==> src/gam_defs.vh <==
// gam_defs.vh: constants for the genset anomaly monitor
// assumes a 100 MHz clock and second-based timer settings
`ifndef GAM_DEFS_VH
`define GAM_DEFS_VH
`define GAM_CLK_HZ 32'h05f5e100
`define GAM_MSK_OIL_HI 2
`define GAM_MSK_OIL_MAX 3
`define GAM_MSK_WIF 8
`define GAM_MSK_CUM_WRN_CLS 13
`define GAM_MSK_CUM_WRN 14
`define GAM_MSK_CUM_ALM 15
`define GAM_PHASES_3 4'h3
`define GAM_PSEQ_AUTO 2'h0
`define GAM_PSEQ_CW 2'h1
`define GAM_PSEQ_CCW 2'h2
`define GAM_PWR_ERR_S 16'h0005
`define GAM_ACT_WARN 2'h0
`define GAM_ACT_UNLOAD 2'h1
`define GAM_ACT_DEACT 2'h2
`define GAM_ACT_ALARM 2'h3
`define GAM_PERM_MAN 0
`define GAM_PERM_AUTO 1
`define GAM_PERM_TEST 2
`define GAM_PERM_REM 3
`define GAM_PERM_MASTER 7
`define GAM_MODE_MAN 2'h0
`define GAM_MODE_AUTO 2'h1
`define GAM_MODE_TEST 2'h2
`define GAM_MODE_REM 2'h3
`endif

==> src/gam_persist.v <==
// gam_persist.v: persistence timer, condition held for a number of seconds
// assumes a one-cycle seconds tick shared by all timers
`timescale 1ns/1ps
module gam_persist (
	clk,
	nrst,
	cond,
	tick,
	delay_s,
	expired
);
	input wire clk;
	input wire nrst;
	input wire cond;
	input wire tick;
	input wire [15:0] delay_s;
	output wire expired;
	reg [16:0] cnt_q;
	// zero delay never expires, which disables the check
	// the shared tick can land just after cond rises, so one tick past the delay is awaited:
	// up to a second late, never early
	assign expired = cond && (delay_s != 16'h0000) && (cnt_q > {1'b0, delay_s});
	always @(posedge clk or negedge nrst) begin
		if (!nrst) begin
			cnt_q <= 17'h00000;
		end else if (!cond) begin
			cnt_q <= 17'h00000;
		end else if (tick && cnt_q != 17'h1ffff) begin
			cnt_q <= cnt_q + 17'h00001;
		end
	end
endmodule // gam_persist

==> src/gam_monitor.v <==
// gam_monitor.v: anomaly detection for a generator-set controller
// assumes all inputs synchronous to clk and measurements already scaled
//
// Operation
// - raise oil and water faults unless masked
// - engine-bus checks only when engine bus active
// - cumulative bus warning, mask bit 14
// - cumulative bus alarm, mask bit 15
// - bit 13 turns cumulative alarm into warning
// - warn on control bus-off state
// - warn on duplicate node address
// - warn on wrong generator count, zero disables
// - negative sequence needs fuel, run, three phases
// - neg-seq current third of rotated vector sum
// - rotation direction from phase sequence selection
// - neg-seq trip after delay, zero disables
// - earth breaker close failure with set action
// - earth breaker open failure warning
// - earth breaker checks not in manual mode
// - active power error after fixed five seconds
// - power error action, override makes it warning
// - parallel limit opens breaker until acknowledge, except during generator transfer
// - reclose after load drop despite warning
// - mains opening permitted per permit mask
`timescale 1ns/1ps
`include "gam_defs.vh"
module gam_monitor (
	input wire clk,
	input wire nrst,
	input wire eng_bus_active,
	input wire avr_bus_cfg,
	input wire mixer_bus_cfg,
	input wire [15:0] can_disable_mask,
	input wire ecu_oil_temp_high,
	input wire ecu_oil_temp_max,
	input wire ecu_water_in_fuel,
	input wire ecu_any_warn,
	input wire avr_any_warn,
	input wire mixer_any_warn,
	input wire ecu_any_alarm,
	input wire avr_any_alarm,
	input wire mixer_any_alarm,
	input wire parallel_control_bus_en,
	input wire pcb_bus_off,
	input wire pcb_addr_dup,
	input wire [7:0] pcb_gen_count,
	input wire [7:0] pcb_gen_expected,
	input wire fuel_active,
	input wire engine_start_stop,
	input wire [3:0] phase_count,
	input wire current_on_gen,
	input wire [1:0] phase_seq_sel,
	input wire volt_rot_ccw,
	input wire signed [15:0] i1_re,
	input wire signed [15:0] i1_im,
	input wire signed [15:0] i2_re,
	input wire signed [15:0] i2_im,
	input wire signed [15:0] i3_re,
	input wire signed [15:0] i3_im,
	input wire [15:0] neg_seq_limit,
	input wire [15:0] neg_seq_delay_s,
	input wire [1:0] op_mode,
	input wire earth_breaker_output_func,
	input wire earth_feedback_input_func,
	input wire earth_close_cmd,
	input wire earth_open_cmd,
	input wire earth_fb_closed,
	input wire [15:0] earth_fb_delay_s,
	input wire [1:0] earth_close_action,
	input wire in_parallel,
	input wire signed [15:0] power_delivered,
	input wire signed [15:0] power_setpoint,
	input wire [15:0] power_err_thresh,
	input wire [1:0] power_err_action,
	input wire prot_override,
	input wire total_override,
	input wire grid_parallel,
	input wire [15:0] grid_limit_s,
	input wire [7:0] mains_perm_mask,
	input wire master_breaker_open_fail,
	input wire gen_transfer_active,
	input wire load_fits_gen,
	input wire operator_ack,
	output reg warn_oil_temp_high,
	output reg alarm_oil_temp_max,
	output reg warn_water_in_fuel,
	output reg warn_bus_cumulative,
	output reg anom_bus_alarm,
	output reg anom_bus_alarm_is_warn,
	output reg warn_pcb_bus_off,
	output reg warn_pcb_addr_dup,
	output reg warn_pcb_gen_count,
	output reg [15:0] neg_seq_current,
	output reg deact_neg_seq,
	output reg anom_earth_close_fail,
	output reg [1:0] earth_close_fail_action,
	output reg warn_earth_open_fail,
	output reg anom_power_err,
	output reg [1:0] power_err_action_out,
	output reg warn_grid_limit,
	output reg generator_breaker_force_open,
	output reg generator_breaker_auto_close,
	output reg mains_breaker_open_permit
);

	localparam [31:0] CYC_PER_S = `GAM_CLK_HZ;
	localparam [15:0] PWR_ERR_S = `GAM_PWR_ERR_S;
	// cos/sin of 120 degrees in q1.14; 240 is the conjugate
	localparam signed [15:0] C120 = -16'sd8192;
	localparam signed [15:0] S120 = 16'sd14189;

	reg [31:0] pre_q;
	wire tick;
	assign tick = (pre_q == CYC_PER_S - 32'd1);
	always @(posedge clk or negedge nrst) begin
		if (!nrst) begin
			pre_q <= 32'h0;
		end else if (tick) begin
			pre_q <= 32'h0;
		end else begin
			pre_q <= pre_q + 32'd1;
		end
	end

	// rotation sign: positive means +120 on phase two, +240 on phase three
	reg rot_l2_120;
	always @* begin
		case (phase_seq_sel)
		`GAM_PSEQ_CW: rot_l2_120 = 1'b1;
		`GAM_PSEQ_CCW: rot_l2_120 = 1'b0;
		`GAM_PSEQ_AUTO: rot_l2_120 = !volt_rot_ccw;
		default: rot_l2_120 = 1'b1;
		endcase
	end
	wire signed [15:0] s2;
	wire signed [15:0] s3;
	assign s2 = rot_l2_120 ? S120 : -S120;
	assign s3 = rot_l2_120 ? -S120 : S120;
	wire signed [31:0] r2_re;
	wire signed [31:0] r2_im;
	wire signed [31:0] r3_re;
	wire signed [31:0] r3_im;
	assign r2_re = (i2_re * C120 - i2_im * s2) >>> 14;
	assign r2_im = (i2_re * s2 + i2_im * C120) >>> 14;
	assign r3_re = (i3_re * C120 - i3_im * s3) >>> 14;
	assign r3_im = (i3_re * s3 + i3_im * C120) >>> 14;
	wire signed [31:0] sum_re;
	wire signed [31:0] sum_im;
	assign sum_re = {{16{i1_re[15]}}, i1_re} + r2_re + r3_re;
	assign sum_im = {{16{i1_im[15]}}, i1_im} + r2_im + r3_im;
	wire [31:0] abs_re;
	wire [31:0] abs_im;
	assign abs_re = sum_re[31] ? -sum_re : sum_re;
	assign abs_im = sum_im[31] ? -sum_im : sum_im;
	// magnitude as the larger of max and 7/8 max + min/2: shifts only, within about 3 percent
	wire [31:0] hi;
	wire [31:0] lo;
	wire [31:0] blend;
	wire [31:0] mag;
	assign hi = (abs_re > abs_im) ? abs_re : abs_im;
	assign lo = (abs_re > abs_im) ? abs_im : abs_re;
	assign blend = hi - (hi >> 3) + (lo >> 1);
	assign mag = (blend > hi) ? blend : hi;
	wire [31:0] mag3;
	assign mag3 = mag / 32'd3;

	wire neg_seq_en;
	assign neg_seq_en = fuel_active && !engine_start_stop && (phase_count == `GAM_PHASES_3)
		&& current_on_gen;
	wire ns_exp;
	gam_persist u_ns (
		.clk(clk),
		.nrst(nrst),
		.cond(neg_seq_en && (neg_seq_current > neg_seq_limit)),
		.tick(tick),
		.delay_s(neg_seq_delay_s),
		.expired(ns_exp)
	);

	wire auto_like;
	assign auto_like = (op_mode != `GAM_MODE_MAN);
	wire earth_ok;
	assign earth_ok = earth_breaker_output_func && earth_feedback_input_func && auto_like;
	wire ec_exp;
	wire eo_exp;
	gam_persist u_ec (
		.clk(clk),
		.nrst(nrst),
		.cond(earth_ok && earth_close_cmd && !earth_fb_closed),
		.tick(tick),
		.delay_s(earth_fb_delay_s),
		.expired(ec_exp)
	);
	gam_persist u_eo (
		.clk(clk),
		.nrst(nrst),
		.cond(earth_ok && earth_open_cmd && earth_fb_closed),
		.tick(tick),
		.delay_s(earth_fb_delay_s),
		.expired(eo_exp)
	);

	wire signed [16:0] pdiff;
	assign pdiff = {power_delivered[15], power_delivered} - {power_setpoint[15], power_setpoint};
	wire [16:0] pabs;
	assign pabs = pdiff[16] ? -pdiff : pdiff;
	wire pe_exp;
	gam_persist u_pe (
		.clk(clk),
		.nrst(nrst),
		.cond(in_parallel && (pabs > {1'b0, power_err_thresh})),
		.tick(tick),
		.delay_s(PWR_ERR_S),
		.expired(pe_exp)
	);

	wire gl_exp;
	gam_persist u_gl (
		.clk(clk),
		.nrst(nrst),
		.cond(grid_parallel),
		.tick(tick),
		.delay_s(grid_limit_s),
		.expired(gl_exp)
	);

	reg perm_mode;
	always @* begin
		case (op_mode)
		`GAM_MODE_MAN: perm_mode = mains_perm_mask[`GAM_PERM_MAN];
		`GAM_MODE_AUTO: perm_mode = mains_perm_mask[`GAM_PERM_AUTO];
		`GAM_MODE_TEST: perm_mode = mains_perm_mask[`GAM_PERM_TEST];
		`GAM_MODE_REM: perm_mode = mains_perm_mask[`GAM_PERM_REM];
		default: perm_mode = 1'b0;
		endcase
	end

	wire bus_any_cfg;
	assign bus_any_cfg = eng_bus_active || avr_bus_cfg || mixer_bus_cfg;
	// latched parallel-limit warning: a new expiry wins over an acknowledge
	wire gl_set;
	assign gl_set = gl_exp && !warn_grid_limit;

	always @(posedge clk or negedge nrst) begin
		if (!nrst) begin
			warn_oil_temp_high <= 1'b0;
			alarm_oil_temp_max <= 1'b0;
			warn_water_in_fuel <= 1'b0;
			warn_bus_cumulative <= 1'b0;
			anom_bus_alarm <= 1'b0;
			anom_bus_alarm_is_warn <= 1'b0;
			warn_pcb_bus_off <= 1'b0;
			warn_pcb_addr_dup <= 1'b0;
			warn_pcb_gen_count <= 1'b0;
			neg_seq_current <= 16'h0000;
			deact_neg_seq <= 1'b0;
			anom_earth_close_fail <= 1'b0;
			earth_close_fail_action <= 2'h0;
			warn_earth_open_fail <= 1'b0;
			anom_power_err <= 1'b0;
			power_err_action_out <= 2'h0;
			warn_grid_limit <= 1'b0;
			generator_breaker_force_open <= 1'b0;
			generator_breaker_auto_close <= 1'b0;
			mains_breaker_open_permit <= 1'b0;
		end else begin
			warn_oil_temp_high <= eng_bus_active && ecu_oil_temp_high
				&& !can_disable_mask[`GAM_MSK_OIL_HI];
			alarm_oil_temp_max <= eng_bus_active && ecu_oil_temp_max
				&& !can_disable_mask[`GAM_MSK_OIL_MAX];
			warn_water_in_fuel <= eng_bus_active && ecu_water_in_fuel
				&& !can_disable_mask[`GAM_MSK_WIF];
			warn_bus_cumulative <= bus_any_cfg && (ecu_any_warn || avr_any_warn || mixer_any_warn)
				&& !can_disable_mask[`GAM_MSK_CUM_WRN];
			anom_bus_alarm <= bus_any_cfg && (ecu_any_alarm || avr_any_alarm || mixer_any_alarm)
				&& !can_disable_mask[`GAM_MSK_CUM_ALM];
			anom_bus_alarm_is_warn <= can_disable_mask[`GAM_MSK_CUM_WRN_CLS];
			warn_pcb_bus_off <= parallel_control_bus_en && pcb_bus_off;
			warn_pcb_addr_dup <= parallel_control_bus_en && pcb_addr_dup;
			warn_pcb_gen_count <= parallel_control_bus_en && (pcb_gen_expected != 8'h00)
				&& (pcb_gen_count != pcb_gen_expected);
			neg_seq_current <= (mag3 > 32'h0000ffff) ? 16'hffff : mag3[15:0];
			deact_neg_seq <= ns_exp;
			anom_earth_close_fail <= ec_exp;
			earth_close_fail_action <= earth_close_action;
			warn_earth_open_fail <= eo_exp;
			anom_power_err <= pe_exp;
			// overrides demote the configured action to a warning
			power_err_action_out <= (prot_override || total_override) ? `GAM_ACT_WARN
				: power_err_action;
			if (gl_set) begin
				warn_grid_limit <= 1'b1;
			end else if (operator_ack && !gl_exp) begin
				warn_grid_limit <= 1'b0;
			end
			// transfer case: no forced open, auto close once load fits
			generator_breaker_force_open <= (warn_grid_limit || gl_set) && !gen_transfer_active;
			generator_breaker_auto_close <= warn_grid_limit && gen_transfer_active
				&& load_fits_gen;
			mains_breaker_open_permit <= (warn_grid_limit || gl_set) && (perm_mode
				|| (master_breaker_open_fail && mains_perm_mask[`GAM_PERM_MASTER]));
		end
	end
endmodule // gam_monitor

==> config.mk <==
export PLATFORM = sky130hd
export DESIGN_NAME = gam_monitor
export DESIGN_NICKNAME = d
export VERILOG_FILES = /design/src/gam_persist.v /design/src/gam_monitor.v
export VERILOG_INCLUDE_DIRS = /design/src
export SDC_FILE = /design/constraint.sdc
export NUM_CORES = 2
export LEC_CHECK = 0
export BUFFER_PORTS_ARGS = -buffer_cell sky130_fd_sc_hd__buf_4
export CAP_MARGIN = 0
export CORE_ASPECT_RATIO = 1.25
export CORE_MARGIN = 1.5
export CORE_UTILIZATION = 34
export DETAILED_ROUTE_END_ITERATION = 10
export PLACE_DENSITY = 0.5
export REMOVE_ABC_BUFFERS = 1
export SYNTH_ARGS = -nofsm -noshare
export SYNTH_HDL_FRONTEND = slang
export SYNTH_SLANG_ARGS = --single-unit
==> constraint.sdc <==
create_clock -name clk -period 3.7 [get_ports clk]
set_input_delay 0.555 -clock clk [delete_from_list [all_inputs] [get_ports clk]]
set_output_delay 0.555 -clock clk [all_outputs]
set_load 0.02 [all_outputs]
* Yosys cells after proc, flatten, opt, wreduce, memory -nomap -nowiden *
Index checks and enable logic that the tools add are counted.

word-level totals
  register bits = 154
  input port bits = 294

operators by class
  divide/modulo/power cells = 1
  add/sub/neg operators = 24
  reduce and logical (&&, ||, !) cells = 74
  $lt $le $gt $ge = 10
  equal/unequal tests = 17
  mux-type cells = 25
  $mul = 4

operators with widths
  cell                   number
  $mux 32                6
  $mux 17                11
  $mul 16x16->32         4
  $add 17x1->17 const B  5
  $gt 17x16->1           5
  $ne 17x17->1 const B   5
  $neg 16->19            4
  $add 32x32->32         2
  $gt 32x32->1           2
  $neg 20->32            2
  $sub 32x32->32         2
  $mux 16                3
  $reduce_bool 16->1     3
  $logic_and 1x1->1      46
  $add 19x18->20         2
  $add 16x18->19         2
  $add 32x1->32 const B  1
  $add 32x31->32         1
  $div 32x2->32 const B  1
  $eq 32x27->1 const B   1
  $gt 32x16->1 const B   1
  $sub 32x29->32         1
  $gt 17x3->1 const B    1
  $neg 17->17            1
  other kinds (17)       43

* Logic depth before layout (Yosys ltp) *
  depth after elaboration = 18
  mapped depth = 127

* By module *
From an unflattened synthesis, not the netlist that was laid out.

unflattened totals
  cells, all modules = 6558
  area, all modules = 57505.2 µm²

by module, submodules not included
  module       cells each  area each (µm²)  seq. area each (µm²)  times used
  gam_monitor  5768        50523.5          1726.7                1
  gam_persist  158         1396.3           425.4                 5

* Least setup slack after synthesis *
No wires, ideal clock.

  path kind = input port to flip-flop
  from = input port phase_seq_sel[1]
  to = register neg_seq_current[0]
  setup slack = -20.921 ns
  buffers on the path = 10
  stages = 105
  required time = 3.560 ns
  arrival time = 24.481 ns
  cells stage by stage = nor2_1 > nor2_1 > inv_2 > clkbuf_1 > clkbuf_1 > and2_1 > inv_1 > ha_1 > fa_1 > inv_1 > fa_1 > inv_1 > fa_1 > fa_1 > inv_1 > fa_1 > inv_1 > ha_1 > [69 not listed] > a21oi_2 > o41ai_2 > buf_6 > o211a_1 > a211o_1 > or3_1 > buf_6 > mux2_4 > o2111ai_2 > o32a_1 > buf_6 > nor2_1 > a31oi_1 > o211ai_2 > ha_1 > nor2_1 > a221oi_1 > o221ai_2

on the way
  cells in the longest elaborated chain, start to end = 18

ends and longest elaborated chain
  what                                                     line                                  source
  from (decl)                                              gam_monitor.v:52                      input wire [1:0] phase_seq_sel,
  $eq 2x2->1 / $logic_not 2->1 (equally long branches)     gam_monitor.v:128                     case (phase_seq_sel)
  $pmux 1 s2 (*)                                           gam_monitor.v:128
  $mux 16                                                  gam_monitor.v:137                     assign s2 = rot_l2_120 ? S120 : -S120;
  $mul 16x16->32 (on tied branches)                        gam_monitor.v:143, gam_monitor.v:144
  $sub 32x32->32 / $add 32x32->32 (equally long branches)  gam_monitor.v:143, gam_monitor.v:144
  $add 16x18->19 (on tied branches)                        gam_monitor.v:149, gam_monitor.v:150
  $add 19x18->20 (on tied branches)                        gam_monitor.v:149, gam_monitor.v:150
  $neg 20->32 (on tied branches)                           gam_monitor.v:153, gam_monitor.v:154
  [2 not listed]                                           -
  $mux 32                                                  gam_monitor.v:160                     assign hi = (abs_re > abs_im) ? abs_re : abs_im;
  $sub 32x29->32                                           gam_monitor.v:162                     assign blend = hi - (hi >> 3) + (lo >> 1);
  $add 32x31->32                                           gam_monitor.v:162
  $gt 32x32->1                                             gam_monitor.v:163                     assign mag = (blend > hi) ? blend : hi;
  $mux 32 (*)                                              gam_monitor.v:163
  $div 32x2->32 (*)                                        gam_monitor.v:165                     assign mag3 = mag / 32'd3;
  $gt 32x16->1                                             gam_monitor.v:282                     neg_seq_current <= (mag3 > 32'h0000ffff) ? 16'hffff : mag3[15:0];
  $mux 16 (*)                                              gam_monitor.v:282
  to (signal assigned)                                     gam_monitor.v:282
  to (decl)                                                gam_monitor.v:93                      output reg [15:0] neg_seq_current,

Mark *: on every way between the ends. The rest lies on a longest branch, timed or not.
A chain may end at the register's enable or synchronous reset.

* Worst setup path in the final report *
  from = input port phase_seq_sel[0]
  to = register neg_seq_current[0]

Same word-level chain as after synthesis.

==> run_results.csv <==
group,metric,value,unit
outcome,status,"complete, but fails checks",
outcome,violations,"setup timing",
detailed_routing,wl,171000,um
clocking,root_buffer,"clkbuf_16",
timing,worst_slew_pin_slew,0.845,ns
worst_setup_path,worstSetupPathDepth,111,
synthesis,seq_area_frac_synth,0.0690,
synthesis,synth_edf_count,0,
worst_setup_path,critPathMostFrequentCell,"o21a_1",
global_routing,grt_pass1_vias,52059,
timing,hold_violations,0,
cells_and_area,multi_input_area,0.0483,mm2
clocking,cts_tree,"built",
synthesis,synth_seq_cells,154,
synthesis,netlist_instances,6306,
global_routing,antenna_found_initial,13,
worst_setup_path,reg2regPathDepth,11,
global_routing,gr-usage-all-layers,0.208,
timing,post-route-min-period,23.06,ns
worst_setup_path,crit_slowest_cell,"fa_1",
place,io_buffer_count,317,
worst_setup_path,critPathCaptureType,"register",
detailed_routing,route.detailed.drc,0,
clocking,holdBufCountCts,0,
flow_run,maxCapViolations,0,
worst_setup_path,crit_buf_inv,24,
timing,finalSetupTns,-323.87,ns
detailed_routing,num_vias,47835,
worst_setup_path,path_delay_family,"compound AO/OA/AOI/OAI gates",
detailed_routing,dr.pass1.iters,5,
die,die-area,0.167,mm2
worst_setup_path,crit_path_start_kind,"input port",
cells_and_area,final-seq-area,0.00385,mm2
synthesis,synth_ff_type,"dfrtp_1",
cells_and_area,fillers,15899,
detailed_routing,drt_iter0_markers,1601,
timing,finalSetupViolations,34,
cells_and_area,instances_no_fill,10323,
synthesis,synth_area_leaders,"fa_1 34%, ha_1 17%, inv_1 11%",
clocking,insertion_delay,0.49,ns
timing,worst_slack,-19.36,ns
synthesis,synthDominantCellAreaShare,0.337,
clocking,cts_made_buffers,25,
die,die_x,365,um
worst_setup_path,worstPathRequired,4.04,ns
clocking,cts.sinks,154,
synthesis,yosys_warnings,0,
die,core_area,0.163,mm2
hold_path,hold_class,"in2async",
worst_setup_path,path_class,"in2reg",
synthesis,post_synth_num_cell_types,137,
place,finalWeightedCongestion,0.902,
die,die_h,456,um
synthesis,netlist_area,0.0558,mm2
clocking,cts.clk_slew.worst_paths,0.06,ns
place,dp.cells,10121,
timing,fin_skew,0.0233,ns
cells_and_area,drive_gt1_frac,0.299,
synthesis,synth_top_cell_by_area,"fa_1",
place,hpwl,150000,um
cells_and_area,nets,10132,
cells_and_area,area_growth,36.0,%
die,row_count,166,
worst_setup_path,worstPathArrival,23.40,ns
die,start_util,0.342,
timing,rsz0062_at_grt,"yes",
global_routing,grt_max_degree,89,
global_routing,grt_pass1_wl,274000,um
die,num_io_pins,331,
global_routing,overflow,0,
detailed_routing,wl_per_cell,16.6,um
timing,fmax,43.4,MHz
timing,finalMaxSlewViolations,0,
detailed_routing,final_antenna_net_count,0,
detailed_routing,vias_per_cell,4.63,
synthesis,async_reset_ff_frac,1.00,
timing,post-route-period-util,6.23,
clocking,clock_path_buffers,3,
clocking,htreeDepth,4,
timing,maxSlewHeadroom,0.437,
synthesis,avgSynthCellArea,8.86,um2
worst_setup_path,crit_path_max_incr_delay,0.56,ns
worst_setup_path,cp_max_fo,8,
-- timing repair --
item	in CTS	in global routing
setup buffers	111	50
endpoints found under the setup margin	34	34
pin swaps	232	121
cloned	11	2
resized for setup	442	196
endpoints found under the hold margin	0	0
-- worst register-to-register path, cell delays in order, from the launching register on --
cell and delay, ns:
dfrtp_1 0.38, ha_1 0.20, nand3_1 0.12, nor2_1 0.22, nand3_1 0.17, or4_1 0.83
nor2_1 0.26, nand4_1 0.19, or2_2 0.39, nor3_1 0.20, xnor2_1 0.15, nor2_1 0.05
-- path summary, 6_finish.rpt --
path / startpoint / endpoint / slack [ns]
max in group asynchronous: nrst / neg_seq_current[6] / 2.64
setup reg to reg: pre_q[0] / u_ns.cnt_q[13] / 0.43
setup / recovery: phase_seq_sel[0] / neg_seq_current[0] / -19.36
hold / removal: nrst / u_gl.cnt_q[15] / 0.12
hold reg to reg: pre_q[0] / pre_q[0] / 0.49
min in group clk: can_disable_mask[13] / anom_bus_alarm_is_warn / 0.18
-- synthesized netlist by cell type (all sizes together) (9+ instances only) --
cell and number:
inv 1572, clkbuf 97, nor2 368, fa 939
o21a 102, a31oi 31, o22ai 10, or4 14
and4 12, xnor2 217, a211o 12, mux2i 53
nand2 330, a21o 105, dfrtp 154, or2 103
nor3b 15, nor4 55, nor3 141, ha 768
and3 51, a211oi 25, o21ai 162, o211ai 15
buf 26, a21oi 182, mux2 13, nand3b 14
nor2b 50, nand3 100, or3 35, o31ai 10
a2111oi 9, nand4 63, nand2b 95, o2111ai 11
and2 75, xor2 120, o21bai 19
-- layer usage --
| layer | global-route usage | routed length (um) |
|---|---|---|
| met4 | 0.0542 | 5050 |
| met2 | 0.399 | 91400 |
| met5 | 0 | 92 |
| met3 | 0.0131 | 4950 |
| met1 | 0.246 | 70000 |
-- through the flow --
step	hold WS [ns]	area [um2]	util	worst slack (ns)
after floorplan	0.259	55600	-	-27.48
after global placement	0.472	71000	0.434	-21.15
after detailed placement	0.482	71000	0.434	-21.39
after CTS	0.151	74700	0.457	-19.03
after global routing	0.169	75900	0.465	-20.36
final	0.116	75900	0.465	-19.36
-- cells by family after synthesis --
group,count (synthesis),share of synthesized area
simple gates,1546,0.141
flops,154,0.0690
buf+inv,1696,0.115
mux,67,0.0127
compound gates,794,0.0989
other cells,2,0.000134
fa+ha+maj,1709,0.509
xor+xnor,338,0.0537
-- placed cells by master (no fill, tap or decap), types with 102 or more instances in the layout --
master	netlist	final
a21o_1	105	105
buf_4	1	1746
o21ai_0	143	104
nor2_1	362	328
o21a_1	102	102
xnor2_1	214	206
nor3_1	138	130
xor2_1	120	114
a21oi_1	174	144
ha_1	768	713
nand2_1	330	271
inv_1	1567	1528
fa_1	939	928
dfrtp_1	154	154
-- cell type report --
class | count | area share
multi-input combinational | 4540 | 0.637
timing repair buffer | 1836 | 0.189
inverter | 1573 | 0.0782
sequential | 154 | 0.0507
tap | 2184 | 0.0360
clock buffer | 28 | 0.00865
clock inverter | 4 | 0.000593
timing repair inverter | 1 | 0.000214
antenna | 3 | 0.0000989
-- sequential cells by signal (all words and copies together), names as in the netlist, 2 cells and up --
| name | flops |
|---|---|
| u_ns.cnt_q | 17 |
| neg_seq_current | 16 |
| u_ec.cnt_q | 17 |
| u_eo.cnt_q | 17 |
| earth_close_fail_action | 2 |
| u_pe.cnt_q | 17 |
| power_err_action_out | 2 |
| pre_q | 32 |
| u_gl.cnt_q | 17 |
Power is left out: the tool's default activity adds up to more than one toggle a clock period on the data nets, which glitch-free logic cannot reach.
